### src/hdl/nsc_pkg.sv
// Constants and carrier types for the status and command register pair
// Contract
// RULE1: OR each event mask into history log
// RULE2: Command wipe field clears matching history bits
// RULE3: Abort reports offending stream code
// RULE4: Abort records faulting manager port bit
// RULE5: RAM error flag sticky until reset
// RULE6: Unused timer flag always reads zero
// RULE7: Perf interrupt flag set; acknowledge clears
// RULE8: Queue end cleared by queue write stopped
// RULE9: Decode error flag sticky until reset
// RULE10: During reset only status readable
// RULE11: Abort halts unit until reset
// RULE12: Raw interrupt flag set; acknowledge clears
// RULE13: Lowest status bit shows run state
// RULE14: Command word reads last written value; the code keeps only bits 31:16 and 3:0 of it, the other bits read zero
// RULE15: Bit 3 permits power quiescence
// RULE16: Bit 2 permits clock stop, gate
// RULE17: Acknowledge bit clears interrupt flags
// RULE18: Launch bit starts running state
// RULE19: Permitted reset request resets unit
// RULE20: Abort fields captured with halt flag
`default_nettype none
package nsc_pkg;
  localparam int NSC_AW = 12;
  localparam logic [NSC_AW-1:0] NSC_OFS_STATUS = 12'h004;
  localparam logic [NSC_AW-1:0] NSC_OFS_CMD = 12'h008;
  localparam logic [NSC_AW-1:0] NSC_OFS_RESET = 12'h00c;
  localparam logic [NSC_AW-1:0] NSC_OFS_QSTART0 = 12'h010;
  localparam logic [NSC_AW-1:0] NSC_OFS_QSTART1 = 12'h014;
  localparam logic [NSC_AW-1:0] NSC_OFS_QLEN = 12'h020;
  localparam logic [31:0] NSC_CMD_RESET = 32'h0000000c;
  localparam logic [31:0] NSC_CMD_KEEP = 32'hffff000f;
  localparam int NSC_CMD_LAUNCH = 0;
  localparam int NSC_CMD_ACK = 1;
  localparam int NSC_CMD_CLKQ = 2;
  localparam int NSC_CMD_PWRQ = 3;
  localparam int NSC_RESET_CYCLES = 16;
  localparam logic [3:0] NSC_RD_CMD = 4'h0;
  localparam logic [3:0] NSC_RD_INPUT_FEATURE = 4'h1;
  localparam logic [3:0] NSC_RD_WEIGHT = 4'h2;
  localparam logic [3:0] NSC_RD_SCALE_BIAS = 4'h3;
  localparam logic [3:0] NSC_RD_MEMORY_COPY = 4'h4;
  localparam logic [3:0] NSC_WR_OUTPUT_FEATURE = 4'h8;
  localparam logic [3:0] NSC_WR_MEMORY_COPY = 4'h9;

  typedef struct packed {
    logic hist_valid;
    logic [15:0] hist_mask;
    logic irq;
    logic pmu_irq;
    logic queue_end;
    logic parse_error;
    logic ecc_fault;
    logic bus_abort;
    logic [3:0] abort_stream;
    logic abort_port;
  } nsc_events_t;
endpackage
`default_nettype wire

### src/hdl/nsc_status_command_regs.sv
// Status and command register pair with APB slave and soft reset sequencing
//
// Added by the designer: the register addresses and the APB register port.
`default_nettype none
module nsc_status_command_regs #(
  parameter int RESET_CYCLES = nsc_pkg::NSC_RESET_CYCLES
) (
  input wire logic clk,
  input wire logic reset,
  input wire logic psel,
  input wire logic penable,
  input wire logic pwrite,
  input wire logic [nsc_pkg::NSC_AW-1:0] paddr,
  input wire logic [31:0] pwdata,
  output logic [31:0] prdata,
  output logic pready,
  output logic pslverr,
  input wire logic reset_permit,
  input wire nsc_pkg::nsc_events_t events,
  output logic run_active,
  output logic power_q_permit,
  output logic clock_q_permit,
  output logic clock_gate_enable,
  output logic processing_halted,
  output logic ram_clear
);
  import nsc_pkg::*;

  initial begin
    if (RESET_CYCLES < 1 || RESET_CYCLES > 255) begin
      $error("RESET_CYCLES must lie in 1..255");
    end
  end

  // ----------------------------------------------------------------
  // Bus decode
  // ----------------------------------------------------------------
  logic setup;
  logic access;
  logic srst;
  logic soft_go_reg;
  logic reset_busy_reg;
  logic [7:0] rst_cnt_reg;
  logic hit_status;
  logic hit_cmd;
  logic hit_reset;
  logic hit_queue;
  logic mapped;
  logic wr_cmd;
  logic wr_reset;
  logic wr_queue;

  assign setup = psel && !penable;
  assign access = psel && penable && pready;
  assign srst = reset || soft_go_reg;
  assign hit_status = (paddr == NSC_OFS_STATUS);
  assign hit_cmd = (paddr == NSC_OFS_CMD);
  assign hit_reset = (paddr == NSC_OFS_RESET);
  assign hit_queue = (paddr == NSC_OFS_QSTART0) || (paddr == NSC_OFS_QSTART1) || (paddr == NSC_OFS_QLEN);
  assign mapped = hit_status || hit_cmd || hit_reset || hit_queue;
  // Writes other than to status are dropped while reset is in progress
  assign wr_cmd = access && pwrite && hit_cmd && !reset_busy_reg; // RULE10
  assign wr_reset = access && pwrite && hit_reset && !reset_busy_reg && reset_permit; // RULE19
  assign wr_queue = access && pwrite && hit_queue && !reset_busy_reg;

  // ----------------------------------------------------------------
  // Reset sequencing
  // ----------------------------------------------------------------
  // A refused reset request is simply ignored; no error is flagged
  always_ff @(posedge clk) begin
    if (reset) begin
      soft_go_reg <= 1'b0;
    end else begin
      soft_go_reg <= wr_reset; // RULE19
    end
  end

  always_ff @(posedge clk) begin
    if (reset) begin
      ram_clear <= 1'b0;
    end else begin
      ram_clear <= wr_reset; // RULE19
    end
  end

  // The flag comes up set and drops after a fixed settling count
  always_ff @(posedge clk) begin
    if (srst) begin
      reset_busy_reg <= 1'b1;
      rst_cnt_reg <= 8'h00;
    end else if (reset_busy_reg) begin
      if (rst_cnt_reg == 8'(RESET_CYCLES - 1)) begin
        reset_busy_reg <= 1'b0;
      end
      rst_cnt_reg <= rst_cnt_reg + 8'h01;
    end
  end

  // ----------------------------------------------------------------
  // Command word
  // ----------------------------------------------------------------
  logic [31:0] cmd_reg;
  logic ack;
  logic launch;

  always_ff @(posedge clk) begin
    if (srst) begin
      cmd_reg <= NSC_CMD_RESET;
    end else if (wr_cmd) begin
      cmd_reg <= pwdata & NSC_CMD_KEEP; // RULE14
    end
  end

  assign ack = wr_cmd && pwdata[NSC_CMD_ACK]; // RULE17
  assign launch = wr_cmd && pwdata[NSC_CMD_LAUNCH]; // RULE18

  always_ff @(posedge clk) begin
    if (srst) begin
      power_q_permit <= 1'b1;
      clock_q_permit <= 1'b1;
      clock_gate_enable <= 1'b1;
    end else if (wr_cmd) begin
      power_q_permit <= pwdata[NSC_CMD_PWRQ]; // RULE15
      clock_q_permit <= pwdata[NSC_CMD_CLKQ]; // RULE16
      clock_gate_enable <= pwdata[NSC_CMD_CLKQ]; // RULE16
    end
  end

  // ----------------------------------------------------------------
  // Status flags
  // ----------------------------------------------------------------
  logic irq_flag;
  logic pmu_flag;
  logic end_flag;
  logic parse_flag;
  logic ecc_flag;
  logic bus_flag;
  logic [15:0] hist_reg;
  logic [3:0] stream_reg;
  logic port_reg;
  logic state_reg;

  nsc_sticky_flag u_irq (
    .clk(clk),
    .rst(srst),
    .set(events.irq), // RULE12
    .clr(ack), // RULE17
    .q(irq_flag)
  );

  nsc_sticky_flag u_pmu (
    .clk(clk),
    .rst(srst),
    .set(events.pmu_irq), // RULE7
    .clr(ack), // RULE17
    .q(pmu_flag)
  );

  nsc_sticky_flag u_end (
    .clk(clk),
    .rst(srst),
    .set(events.queue_end),
    .clr(wr_queue && !state_reg), // RULE8
    .q(end_flag)
  );

  nsc_sticky_flag u_parse (
    .clk(clk),
    .rst(srst),
    .set(events.parse_error), // RULE9
    .clr(1'b0),
    .q(parse_flag)
  );

  nsc_sticky_flag u_ecc (
    .clk(clk),
    .rst(srst),
    .set(events.ecc_fault), // RULE5
    .clr(1'b0),
    .q(ecc_flag)
  );

  nsc_sticky_flag u_bus (
    .clk(clk),
    .rst(srst),
    .set(events.bus_abort), // RULE11
    .clr(1'b0),
    .q(bus_flag)
  );

  // New mask bits win over a wipe of the same bit in the same cycle
  always_ff @(posedge clk) begin
    if (srst) begin
      hist_reg <= 16'h0000;
    end else begin
      hist_reg <= (hist_reg & ~(wr_cmd ? pwdata[31:16] : 16'h0000)) // RULE2
        | (events.hist_valid ? events.hist_mask : 16'h0000); // RULE1
    end
  end

  // Only the first abort is recorded; later ones must not overwrite it
  always_ff @(posedge clk) begin
    if (srst) begin
      stream_reg <= 4'h0;
      port_reg <= 1'b0;
    end else if (events.bus_abort && !bus_flag) begin
      stream_reg <= events.abort_stream; // RULE3 RULE20
      port_reg <= events.abort_port; // RULE4 RULE20
    end
  end

  // Stopping has priority; a halted unit refuses to launch
  always_ff @(posedge clk) begin
    if (srst) begin
      state_reg <= 1'b0;
    end else if (events.bus_abort || bus_flag) begin
      state_reg <= 1'b0; // RULE11
    end else if (events.queue_end || events.parse_error) begin
      state_reg <= 1'b0;
    end else if (launch) begin
      state_reg <= 1'b1; // RULE18 RULE13
    end
  end

  always_ff @(posedge clk) begin
    if (srst) begin
      run_active <= 1'b0;
      processing_halted <= 1'b0;
    end else begin
      run_active <= state_reg;
      processing_halted <= bus_flag; // RULE11
    end
  end

  logic [31:0] status_word;
  assign status_word = {hist_reg, stream_reg, port_reg, 2'b00, ecc_flag,
    1'b0, pmu_flag, end_flag, parse_flag, reset_busy_reg, bus_flag, irq_flag, state_reg}; // RULE6 RULE13

  // ----------------------------------------------------------------
  // Read data and handshake
  // ----------------------------------------------------------------
  // Data is captured in the setup cycle so prdata leaves a flip-flop
  always_ff @(posedge clk) begin
    if (reset) begin
      prdata <= 32'h00000000;
    end else if (setup) begin
      if (hit_status) begin
        prdata <= status_word;
      end else if (hit_cmd && !reset_busy_reg) begin
        prdata <= cmd_reg; // RULE14
      end else begin
        prdata <= 32'h00000000; // RULE10
      end
    end
  end

  always_ff @(posedge clk) begin
    if (reset) begin
      pready <= 1'b0;
      pslverr <= 1'b0;
    end else begin
      pready <= setup;
      pslverr <= setup && !mapped;
    end
  end
endmodule
`default_nettype wire

### src/hdl/nsc_sticky_flag.sv
// Sticky status flag where a set always beats a clear
`default_nettype none
module nsc_sticky_flag (
  input wire logic clk,
  input wire logic rst,
  input wire logic set,
  input wire logic clr,
  output logic q
);
  always_ff @(posedge clk) begin
    if (rst) begin
      q <= 1'b0;
    end else if (set) begin
      q <= 1'b1;
    end else if (clr) begin
      q <= 1'b0;
    end
  end
endmodule
`default_nettype wire

### config.mk
export PLATFORM = sky130hd
export DESIGN_NAME = nsc_status_command_regs
export DESIGN_NICKNAME = d
export VERILOG_FILES = /design/src/hdl/nsc_pkg.sv /design/src/hdl/nsc_status_command_regs.sv /design/src/hdl/nsc_sticky_flag.sv
export SDC_FILE = /design/constraint.sdc
export NUM_CORES = 1
export LEC_CHECK = 0
export ABC_AREA = 0
export BUFFER_PORTS_ARGS = -buffer_cell sky130_fd_sc_hd__buf_4
export CAP_MARGIN = 20
export CORE_ASPECT_RATIO = 1.4
export CORE_MARGIN = 1.5
export CORE_UTILIZATION = 30
export CTS_BUF_LIST = sky130_fd_sc_hd__clkbuf_8
export CTS_CLUSTER_SIZE = 16
export DETAILED_ROUTE_END_ITERATION = 12
export PLACE_DENSITY_LB_ADDON = 0.08
export SYNTH_ARGS = -nofsm -noshare
export SYNTH_HDL_FRONTEND = slang
export SYNTH_SLANG_ARGS = --single-unit
### constraint.sdc
create_clock -name clk -period 4.3 [get_ports clk]
set_input_delay 0.215 -clock clk [delete_from_list [all_inputs] [get_ports clk]]
set_output_delay 0.215 -clock clk [all_outputs]
set_load 0.005 [all_outputs]
[Yosys cells after proc, flatten, opt, wreduce, memory -nomap -nowiden]
Index checks and enable logic that the tools add are counted.
Word-level totals
  flip-flop bits (word level): 96
  input bits: 78
  output and inout port bits: 40
Cells by class
  add/subtract/negate cells: 1
  equality and inequality tests: 7
  muxes and demuxes: 11
  bitwise logic cells: 3
  reductions and logical operators: 34
Operators by type and width (number)
  $mux 32: 2
  $mux 16: 2
  $eq 12x4->1 const B: 2
  $eq 12x5->1 const B: 2
  $logic_and 1x1->1: 17
  $and 16x16->16: 1
  $not 16->16: 1
  $or 16x16->16: 1
  $eq 12x3->1 const B: 1
  $eq 12x6->1 const B: 1
  $add 8x1->8 const B: 1
  $eq 8x4->1 const B: 1
  $logic_or 1x1->1: 8
  $mux 1: 7
  $reduce_bool 2->1: 3
  $logic_not 1->1: 5
  $reduce_or 3->1: 1

[Longest topological paths before layout]
Gate-level depths: netlist of run 1.
  depth in word-level cells: 9
  depth in mapped cells: 7
  mapped depth without buffers: 4

[Modules after synthesis]
From an unflattened synthesis of run 1, not the netlist that was laid out.
Unflattened totals
  cell total of the unflattened synthesis: 434
  area total of the unflattened synthesis: 3653.5 um^2
By module, submodules not included
  nsc_status_command_regs: instances 1, cells an instance 410, area an instance 3420.8 um^2, sequential area each 1701.6 um^2
  nsc_sticky_flag: instances 6, cells an instance 4, area an instance 38.8 um^2, sequential area each 20.0 um^2

[Least setup slack after synthesis of run 1]
Ideal clock, no wire load.
  path kind: input to register
  from: input port paddr[7] (netlist bit)
  to: register hist_reg[11]
  setup time: 0.133 ns
  data arrival time: 1.791 ns
  data required time: 4.167 ns
  slack: 2.376 ns
  cell stages on the path: 6
  buffers on the path: 2
  cells stage by stage: or4_1 buf_2 or2_1 nor4_4 buf_6 a311oi_1
On the way
  word-level cells in the longest chain between the ends: 7
Ends and longest elaborated chain
  start: declaration: line nsc_status_command_regs.sv:13  | input wire logic [nsc_pkg::NSC_AW-1:0] paddr,
  $eq 12x4->1: line nsc_status_command_regs.sv:57  | assign hit_cmd = (paddr == NSC_OFS_CMD);
  $logic_and 1x1->1 (2 in a row): line nsc_status_command_regs.sv:62  | assign wr_cmd = access && pwrite && hit_cmd && !reset_busy_reg;
  $mux 16: line nsc_status_command_regs.sv:196  | hist_reg <= (hist_reg & ~(wr_cmd ? pwdata[31:16] : 16'h0000))
  $not 16->16: line nsc_status_command_regs.sv:196
  $and 16x16->16: line nsc_status_command_regs.sv:196
  $or 16x16->16: line nsc_status_command_regs.sv:197  | | (events.hist_valid ? events.hist_mask : 16'h0000);
  end signal: assignment: line nsc_status_command_regs.sv:196
  end: declaration: line nsc_status_command_regs.sv:138  | logic [15:0] hist_reg;
Every way passes these cells.
A chain may end at the register's enable or synchronous reset.

[Worst setup path in the final report of run 1]
  from: input port paddr[7] (netlist bit)
  to: register hist_reg[1]
The elaborated chain is that of the path after synthesis.

==> results.cfg, run 1 <==
[run_status]
status = finished clean

[drt]
route.detailed.drc = 0
vias = 3375
wirelength_um = 11100
ant_nets = 0
wl_per_cell_um = 17.2
initialDrtViolationCount = 96
viasPerCell = 5.22
drt-pass1-iter-count = 4

[clock_tree]
ctsResizeCount = 0
cts-root-buf = clkbuf_8
cts_sinks = 91
cts_tree = yes
holdBufCountCts = 0
clk_pin_slew_ns = 0.09
post_cts_buffers = 0
clkLatencyLatePin_ns = 0.36
cts_buffer_depth = 2
numCtsBuffers = 9
h-tree-depth = 3

[floorplanning]
ioPinCount = 118
rows = 47
die_h_um = 133
design.core.area_um2 = 11800
die_area_um2 = 12700
start_util = 0.307
die-width_um = 95.8

[logic_synthesis]
ys_types = 41
synth_compound_area_frac = 0.193
synth_cells = 413
synth_top_family_by_area = simple AND/OR/NAND/NOR gates
synth_xor_xnor_area_share = 0.0170
synth.yosys.warnings = 0
postSynth.asyncResetShare = 0
synth-simple-area-share = 0.203
netlist_area_um2 = 3610
synthFlopType = dfxtp_1
synth_fa_ha_area_frac = 0.00346
synthMuxAreaShare = 0.0222
ys_seq_elements = 91
yosysSeqAreaShare = 0.504
synth_edf_count = 0
syn_area_per_cell_um2 = 8.75

[power_and_ir_drop]
power_density_nw_per_um2 = 342
report.power.total_mw = 1.59
p_leak_nw = 1.84
ir_worst_vdd_v = 0.000129

[sta]
setup_violations = 0
period_share = 0.566
skew_ns = 0.00949
finalHoldViolCount = 0
fmax_ghz = 0.411
fin_setup_tns_ns = 0
fin_crit_ns = 2.43
slew_viol_final = 0
rsz0062_at_grt = false
slew_headroom = 0.281
holdWs_ns = 0.0469
tightest_slew_ns = 1.08

[finish]
antenna_cells = 0
utilization = 0.394
fillCellCount = 1268
drive_gt1_frac = 0.258
largest_register_ff_count = 29
stdcell_count = 647
nNetsFinal = 574
syn_to_final_growth_pct = 28.3

[grt]
overflow = 0
grt_max_degree = 53
antenna_found_initial = 0
grt_pass1_wl_um = 17200
grt_pass1_vias = 3269
track_usage = 0.179

[min_path]
min_path_type = primary input to flip-flop

[critical_path]
crit_required_ns = 4.49
crit_fanout = 21
crit_path_start_kind = primary input
crit_type = primary input to flip-flop
worstPathArrival_ns = 2.63
end_kind = flip-flop

[placed_design]
dpl.hpwl_um = 7220
gp_congestion = 0.777
portBuffers = 102
dp.cells = 630

[flow_run]
drv_cap = 0
## path summary, 6_finish.rpt
path | startpoint | slack, ns | endpoint | depth (start not counted)
min | pwdata[30] | 0.05 | hist_reg[14]$_SDFF_PP0_ | 2
max reg2reg | pready$_SDFF_PP0_ | 2.47 | cmd_reg[28]$_SDFFE_PP0N_ | 4
max | paddr[7] | 1.87 | hist_reg[1]$_SDFF_PP0_ | 6
min reg2reg | prdata[8]$_SDFFE_PP0P_ | 0.46 | prdata[8]$_SDFFE_PP0P_ | 2
## area by class of cell
class / instances / area, um^2 / area share
tap: 147 / 184 / 0.0397
timing repair buffer: 109 / 822 / 0.177
clock inverter: 5 / 21.3 / 0.00459
inverter: 4 / 15.0 / 0.00324
sequential: 91 / 1820 / 0.393
clock buffer: 11 / 151 / 0.0326
multi-input combinational: 280 / 1620 / 0.350
## metrics by stage
stage	setup slack, ns	area, um^2
after detailed placement	1.21	4450
after global placement	1.25	4450
after global routing	1.74	4640
after floorplan	2.38	3620
final	1.87	4640
after CTS	1.60	4630
## cell usage in the layout (no fill, tap or decap), types with 2 or more instances in the layout
master	n
a21oi_1	45
a221oi_1	20
a311oi_1	16
a31oi_1	2
buf_4	108
clkbuf_8	11
clkinv_2	2
conb_1	3
dfxtp_1	91
inv_1	7
mux2i_1	8
nand2_1	27
nand3_1	35
nand4_1	3
nor2_1	46
nor3_1	21
nor4_4	2
o21ai_0	22
o41ai_1	2
or4_1	3
xor2_1	6
## logic make-up (layout without fill, tap and decap cells)
kind of cell	after synthesis	count (layout)
AND/OR/NAND/NOR	152	152
AO/OA/AOI/OAI	109	109
flip-flops	91	91
buffers and inverters	44	129
multiplexers	8	8
XOR/XNOR	7	7
adder cells (fa/ha/maj)	1	1
other	1	3
## metal layers
metal  track usage  wire (um)  up-vias
met3        0.0362        571        9
met5             0          0        -
li1              -          -     1659
met1         0.216       4700     1608
met2         0.311       5720       99
met4        0.0556        136        0
## power by group
group	total (mW)	internal, mW	leakage, nW	switching (mW)
clock	0.526	0.234	0.103	0.291
combinational	0.169	0.0856	0.994	0.0831
sequential	0.892	0.873	0.744	0.0184
total	1.59	1.19	1.84	0.393
## cell usage after synthesis, types with 2 or more instances
library cell	count	area share
dfxtp_1	91	0.50
nor2_1	46	0.048
a21oi_1	45	0.062
nand3_1	35	0.048
clkbuf_1	27	0.028
nand2_1	27	0.028
nor3_1	22	0.030
o21ai_0	22	0.030
a221oi_1	20	0.048
a311oi_1	16	0.039
mux2i_1	8	0.022
buf_4	6	0.012
xor2_1	6	0.015
buf_2	5	0.0069
inv_1	4	0.0042
nand4_1	3	0.0052
or4_1	3	0.0062
a31oi_1	2	0.0035
nor2b_1	2	0.0035
o41ai_1	2	0.0048
## worst max-delay path: stages
cell and delay, ns:
buf_4 0.10, or4_1 0.67, or2_1 0.59, nor4_4 0.69, buf_6 0.25, a311oi_1 0.10
(Power assumes the default switching activity.)
==> run 2, diff against run 1 <==
clock period = 2.4 ns   (was 4.3 ns; I/O delays follow)
==> run 2 against run 1 <==
Count of clock-buffer cells in the layout did not move. Sequential power rose by 79%. Non-clock buffer count rose by 31. Combinational power rose by 100%. Utilization rose by 3.0 points. Sequential cell count did not move. Largest cell class unchanged. Largest power group unchanged.
==> results.cfg, run 2 (synthesized netlist as in run 1, its figures left out) <==
[sta]
slew_headroom = 0.543
skew_ns = 0.00458
fin_ws_ns = 0.606
period_share = 0.747
tightest_slew_ns = 0.685
fin_crit_ns = 1.79
setup_violations = 0
holdWs_ns = 0.0159
rsz0062_at_grt = false
slew_viol_final = 0
fin_setup_tns_ns = 0
fmax_ghz = 0.557
finalHoldViolCount = 0

[grt]
grt_pass1_wl_um = 17700
met1_usage = 0.221
antenna_found_initial = 0
use_met2 = 0.315
grt.met3_usage = 0.0356
overflow = 0
grt_pass1_vias = 3421
top_usage_layer = met2
track_usage = 0.183
grt_max_degree = 34

[critical_path]
crit_path_start = pready$_SDFF_PP0_
crit_type = flip-flop to flip-flop
crit_fanout = 20
crit_path_start_kind = flip-flop
reg2reg_from = pready$_SDFF_PP0_
crit_required_ns = 2.63
worstPathArrival_ns = 2.03
end_kind = flip-flop

[min_path]
hp-start = events[10]
min_path_type = primary input to flip-flop

[drt]
viasPerCell = 5.08
wl_per_cell_um = 16.6
route.detailed.drc = 0
vias = 3445
ant_nets = 0
initialDrtViolationCount = 118
wirelength_um = 11300
drt-pass1-iter-count = 4

[floorplanning]
start_util = 0.307
die-width_um = 95.8
ioPinCount = 118
die_area_um2 = 12700
rows = 47
die_h_um = 133
design.core.area_um2 = 11800

[clock_tree]
h-tree-depth = 3
cts_sinks = 91
cts_tree = yes
clkLatencyLatePin_ns = 0.36
numCtsBuffers = 9
clk_pin_slew_ns = 0.09
cts-root-buf = clkbuf_8
cts_buffer_depth = 2

[power_and_ir_drop]
ir_worst_vdd_v = 0.000299
power_density_nw_per_um2 = 583
p_leak_nw = 1.98

[finish]
drive_gt1_frac = 0.256
syn_to_final_growth_pct = 38.0
antenna_cells = 0
mostFrequentLayoutCell = buf_4
nNetsFinal = 605
utilization = 0.424
most-common-layout-cells = buf_4 (109), dfxtp_1 (91), nor2_1 (46), a21oi_1 (45), nand3_1 (35)
largest_register_ff_count = 29

[flow_run]
drv_cap = 0

[placed_design]
dpl.hpwl_um = 7290
portBuffers = 102
pre_cts_ws_ns = 0.218
gp_congestion = 0.762

[run_status]
status = finished clean
## run 2: cell types whose count changed in the layout (fill, tap and decap cells not counted), moves of 2 or more
| cell | change |
|---|---|
| buf_12 | +4 |
| clkinv_2 | +2 |
| dlygate4sd3_1 | +27 |
| inv_1 | -3 |
## run 2: worst paths after layout
kind / cells past startpoint / to / slack [ns]
min: 3 / u_irq.q$_SDFFE_PP0P_ / 0.02
max: 4 / cmd_reg[18]$_SDFFE_PP0N_ / 0.61
max reg2reg: 4 / cmd_reg[18]$_SDFFE_PP0N_ / 0.61
min reg2reg: 2 / prdata[4]$_SDFFE_PP0P_ / 0.45
## run 2: power by group
part	switching (mW)	internal [mW]
Combinational	0.156	0.186
Sequential	0.0334	1.56
Clock	0.545	0.426
## run 2: what timing repair did
item / CTS / global route
setup buffers: 0 / 0
hold endpoints to repair: 28 / 0
gates resized for setup: 0 / 0
hold buffers: 27 / 0
## run 2: final cells by class
type | instances | area [um^2]
clock buffer | 11 | 151
clock inverter | 5 | 27.5
fill | 1207 | 6770
inverter | 4 | 15.0
multi-input combinational | 280 | 1620
sequential | 91 | 1820
tap | 147 | 184
timing repair buffer | 140 | 1170
## run 2: critical path, stage by stage, from the launching register on
cell and delay [ns]:
dfxtp_1 0.35, nand4_1 0.24, or3_1 0.68, o21ai_0 0.28
a21oi_1 0.09
## run 2: per-layer routing
| metal | vias to the layer above | routed length [um] |
|---|---|---|
| li1 | 1719 | - |
| met3 | 14 | 693 |
| met2 | 111 | 5730 |
| met5 | - | 0 |
| met1 | 1601 | 4680 |
| met4 | 0 | 170 |
## run 2: per-stage QoR
step                      cell area (um^2)  instances  power (mW)
final                                 4990        678        2.91
after global routing                  4990        678        3.05
after CTS                             4990        678        2.96
after detailed placement              4540        635        1.94
after global placement                4540        635        1.94
after floorplan                       3620        415        1.77
==> run 3, diff against run 2 <==
clock period = 1.8 ns   (was 2.4 ns; I/O delays follow)
==> run 3 against run 2 <==
Sequential cell count stayed put. Register-to-register slack worse by 0.35 ns. Power is 40% higher.
==> results.cfg, run 3 (synthesized netlist as in run 1, its figures left out) <==
[floorplanning]
die_h_um = 133
start_util = 0.307
design.core.area_um2 = 11800
die_area_um2 = 12700
die-width_um = 95.8
rows = 47
ioPinCount = 118

[drt]
vias = 3521
initialDrtViolationCount = 161
route.detailed.drc = 0
wirelength_um = 11300
drt-pass1-iter-count = 4
wl_per_cell_um = 16.3
ant_nets = 0
viasPerCell = 5.08

[sta]
slew_headroom = 0.630
tightest_slew_ns = 0.555
fmax_ghz = 0.615
skew_ns = 0.0103
period_share = 0.903
fin_crit_ns = 1.63
finalHoldViolCount = 0
setup_violations = 0
holdWs_ns = 0.0298
rsz0062_at_grt = false
slew_viol_final = 0

[finish]
mostFrequentLayoutCell = buf_4
largest_register_ff_count = 29
drive_gt1_frac = 0.266
final_area_um2 = 5140
nNetsFinal = 620
antenna_cells = 0
most-common-layout-cells = buf_4 (120), dfxtp_1 (91), nor2_1 (46), a21oi_1 (45), nand3_1 (35)
syn_to_final_growth_pct = 42.3
fillCellCount = 1192

[grt]
grt_pass1_wl_um = 17900
grt_max_degree = 35
track_usage = 0.184
grt_pass1_vias = 3475
overflow = 0
antenna_found_initial = 0

[critical_path]
crit_fanout = 20
crit_chain = buf_4 > or4_1 > buf_4 > nor4_2 > buf_4 > a221oi_1 > nor3_1
end_kind = flip-flop
worstPathArrival_ns = 1.90
crit_type = primary input to flip-flop
crit_path_frequent_cell = buf_4
slowest_delay_ns = 0.62
worstRegToRegCells = 4
reg2reg_from = pready$_SDFF_PP0_
crit_required_ns = 2.07
cp_slowest_cell = or4_1
crit_path_start_kind = primary input
rrSetupSlack_ns = 0.26
r2r-end = u_end.q$_SDFFE_PP0P_

[clock_tree]
clk_pin_slew_ns = 0.08
post_cts_buffers = 0
numCtsBuffers = 9
cts_tree = yes
clkLatencyLatePin_ns = 0.36
cts_buffer_depth = 2
cts_sinks = 91
cts-root-buf = clkbuf_8
h-tree-depth = 3

[power_and_ir_drop]
combPwrFrac = 0.115
ir_worst_vdd_v = 0.000385
swShare = 0.238
power.switching_mw = 0.972
power_frac_clock = 0.362
power_density_nw_per_um2 = 795
p_leak_nw = 2.06
p_seq_frac = 0.523
p_int_mw = 3.12

[run_status]
status = finished clean

[placed_design]
dpl.hpwl_um = 7540
dpl_cell_area_um2 = 4620
portBuffers = 102
gp_congestion = 0.732

[min_path]
min_to = hist_reg[8]$_SDFF_PP0_
min_path_type = primary input to flip-flop
hp-start = events[19]
min_path_cells = 3

[flow_run]
drv_cap = 0
## run 3: cell count changes in the layout (fill, tap and decap cells not counted)
cell	previous run	this run
inv_1	4	6
bufinv_16	0	2
clkinv_2	4	2
buf_4	109	120
dlygate4sd3_1	27	31
clkbuf_8	11	9
## run 3: timing repair
action                                 in CTS  in global routing
resized for setup                           0                  0
hold buffers                               31                  0
endpoints found under the hold margin      41                  0
## run 3: cell type report
type                            count  area (um^2)  share of cell area
Inverter                            4         15.0             0.00292
Multi-Input combinational cell    280         1620               0.315
Clock inverter                      7         85.1              0.0165
Sequential cell                    91         1820               0.354
Tap cell                          147          184              0.0358
Clock buffer                        9          124              0.0241
Timing Repair Buffer              155         1290               0.251
## run 3: worst max-delay path by stage
stage | from | endpoint | slack, ns | cells after the start
floorplan | paddr[7] | hist_reg[11]$_SDFF_PP0_ | 0.001 | 6
global placement | paddr[9] | u_end.q$_SDFFE_PP0P_ | -0.14 | 5
detailed placement | paddr[9] | prdata[29]$_SDFFE_PP0P_ | -0.21 | 7
CTS | paddr[9] | prdata[26]$_SDFFE_PP0P_ | 0.17 | 7
global route | paddr[9] | prdata[29]$_SDFFE_PP0P_ | 0.06 | 7
finish | paddr[9] | prdata[26]$_SDFFE_PP0P_ | 0.17 | 7
## run 3: through the flow
step	power, mW	utilization	instances	worst slack [ns]	setup TNS (ns)
2_1_floorplan	2.36	-	415	0.00108	0
3_3_place_gp	2.60	0.393	646	-0.143	-3.29
3_5_place_dp	2.60	0.393	646	-0.213	-4.45
4_1_cts	4.13	0.437	693	0.167	0
5_1_grt	4.28	0.437	693	0.0629	0
6_report	4.09	0.437	693	0.174	0
## run 3: worst max-delay path: cells and delay by family
family | cells | cell delay (ns)
compound gates | 1 | 0.13
buf+inv | 3 | 0.61
simple gates | 3 | 1.06
## run 3: power by group through the flow
stage	Clock, mW	Sequential [mW]	Combinational (mW)
2_1_floorplan	0	2.17	0.186
3_3_place_gp	0	2.19	0.412
3_5_place_dp	0	2.18	0.420
4_1_cts	1.52	2.14	0.476
5_1_grt	1.61	2.15	0.523
6_report	1.48	2.14	0.471
## run 3: metal layers
layer,GRT usage,part of all wire,vias to the layer above
met5,0,0,-
met4,0.0645,0.016,0
met3,0.0351,0.044,12
met2,0.313,0.51,92
met1,0.227,0.43,1664
li1,-,-,1753
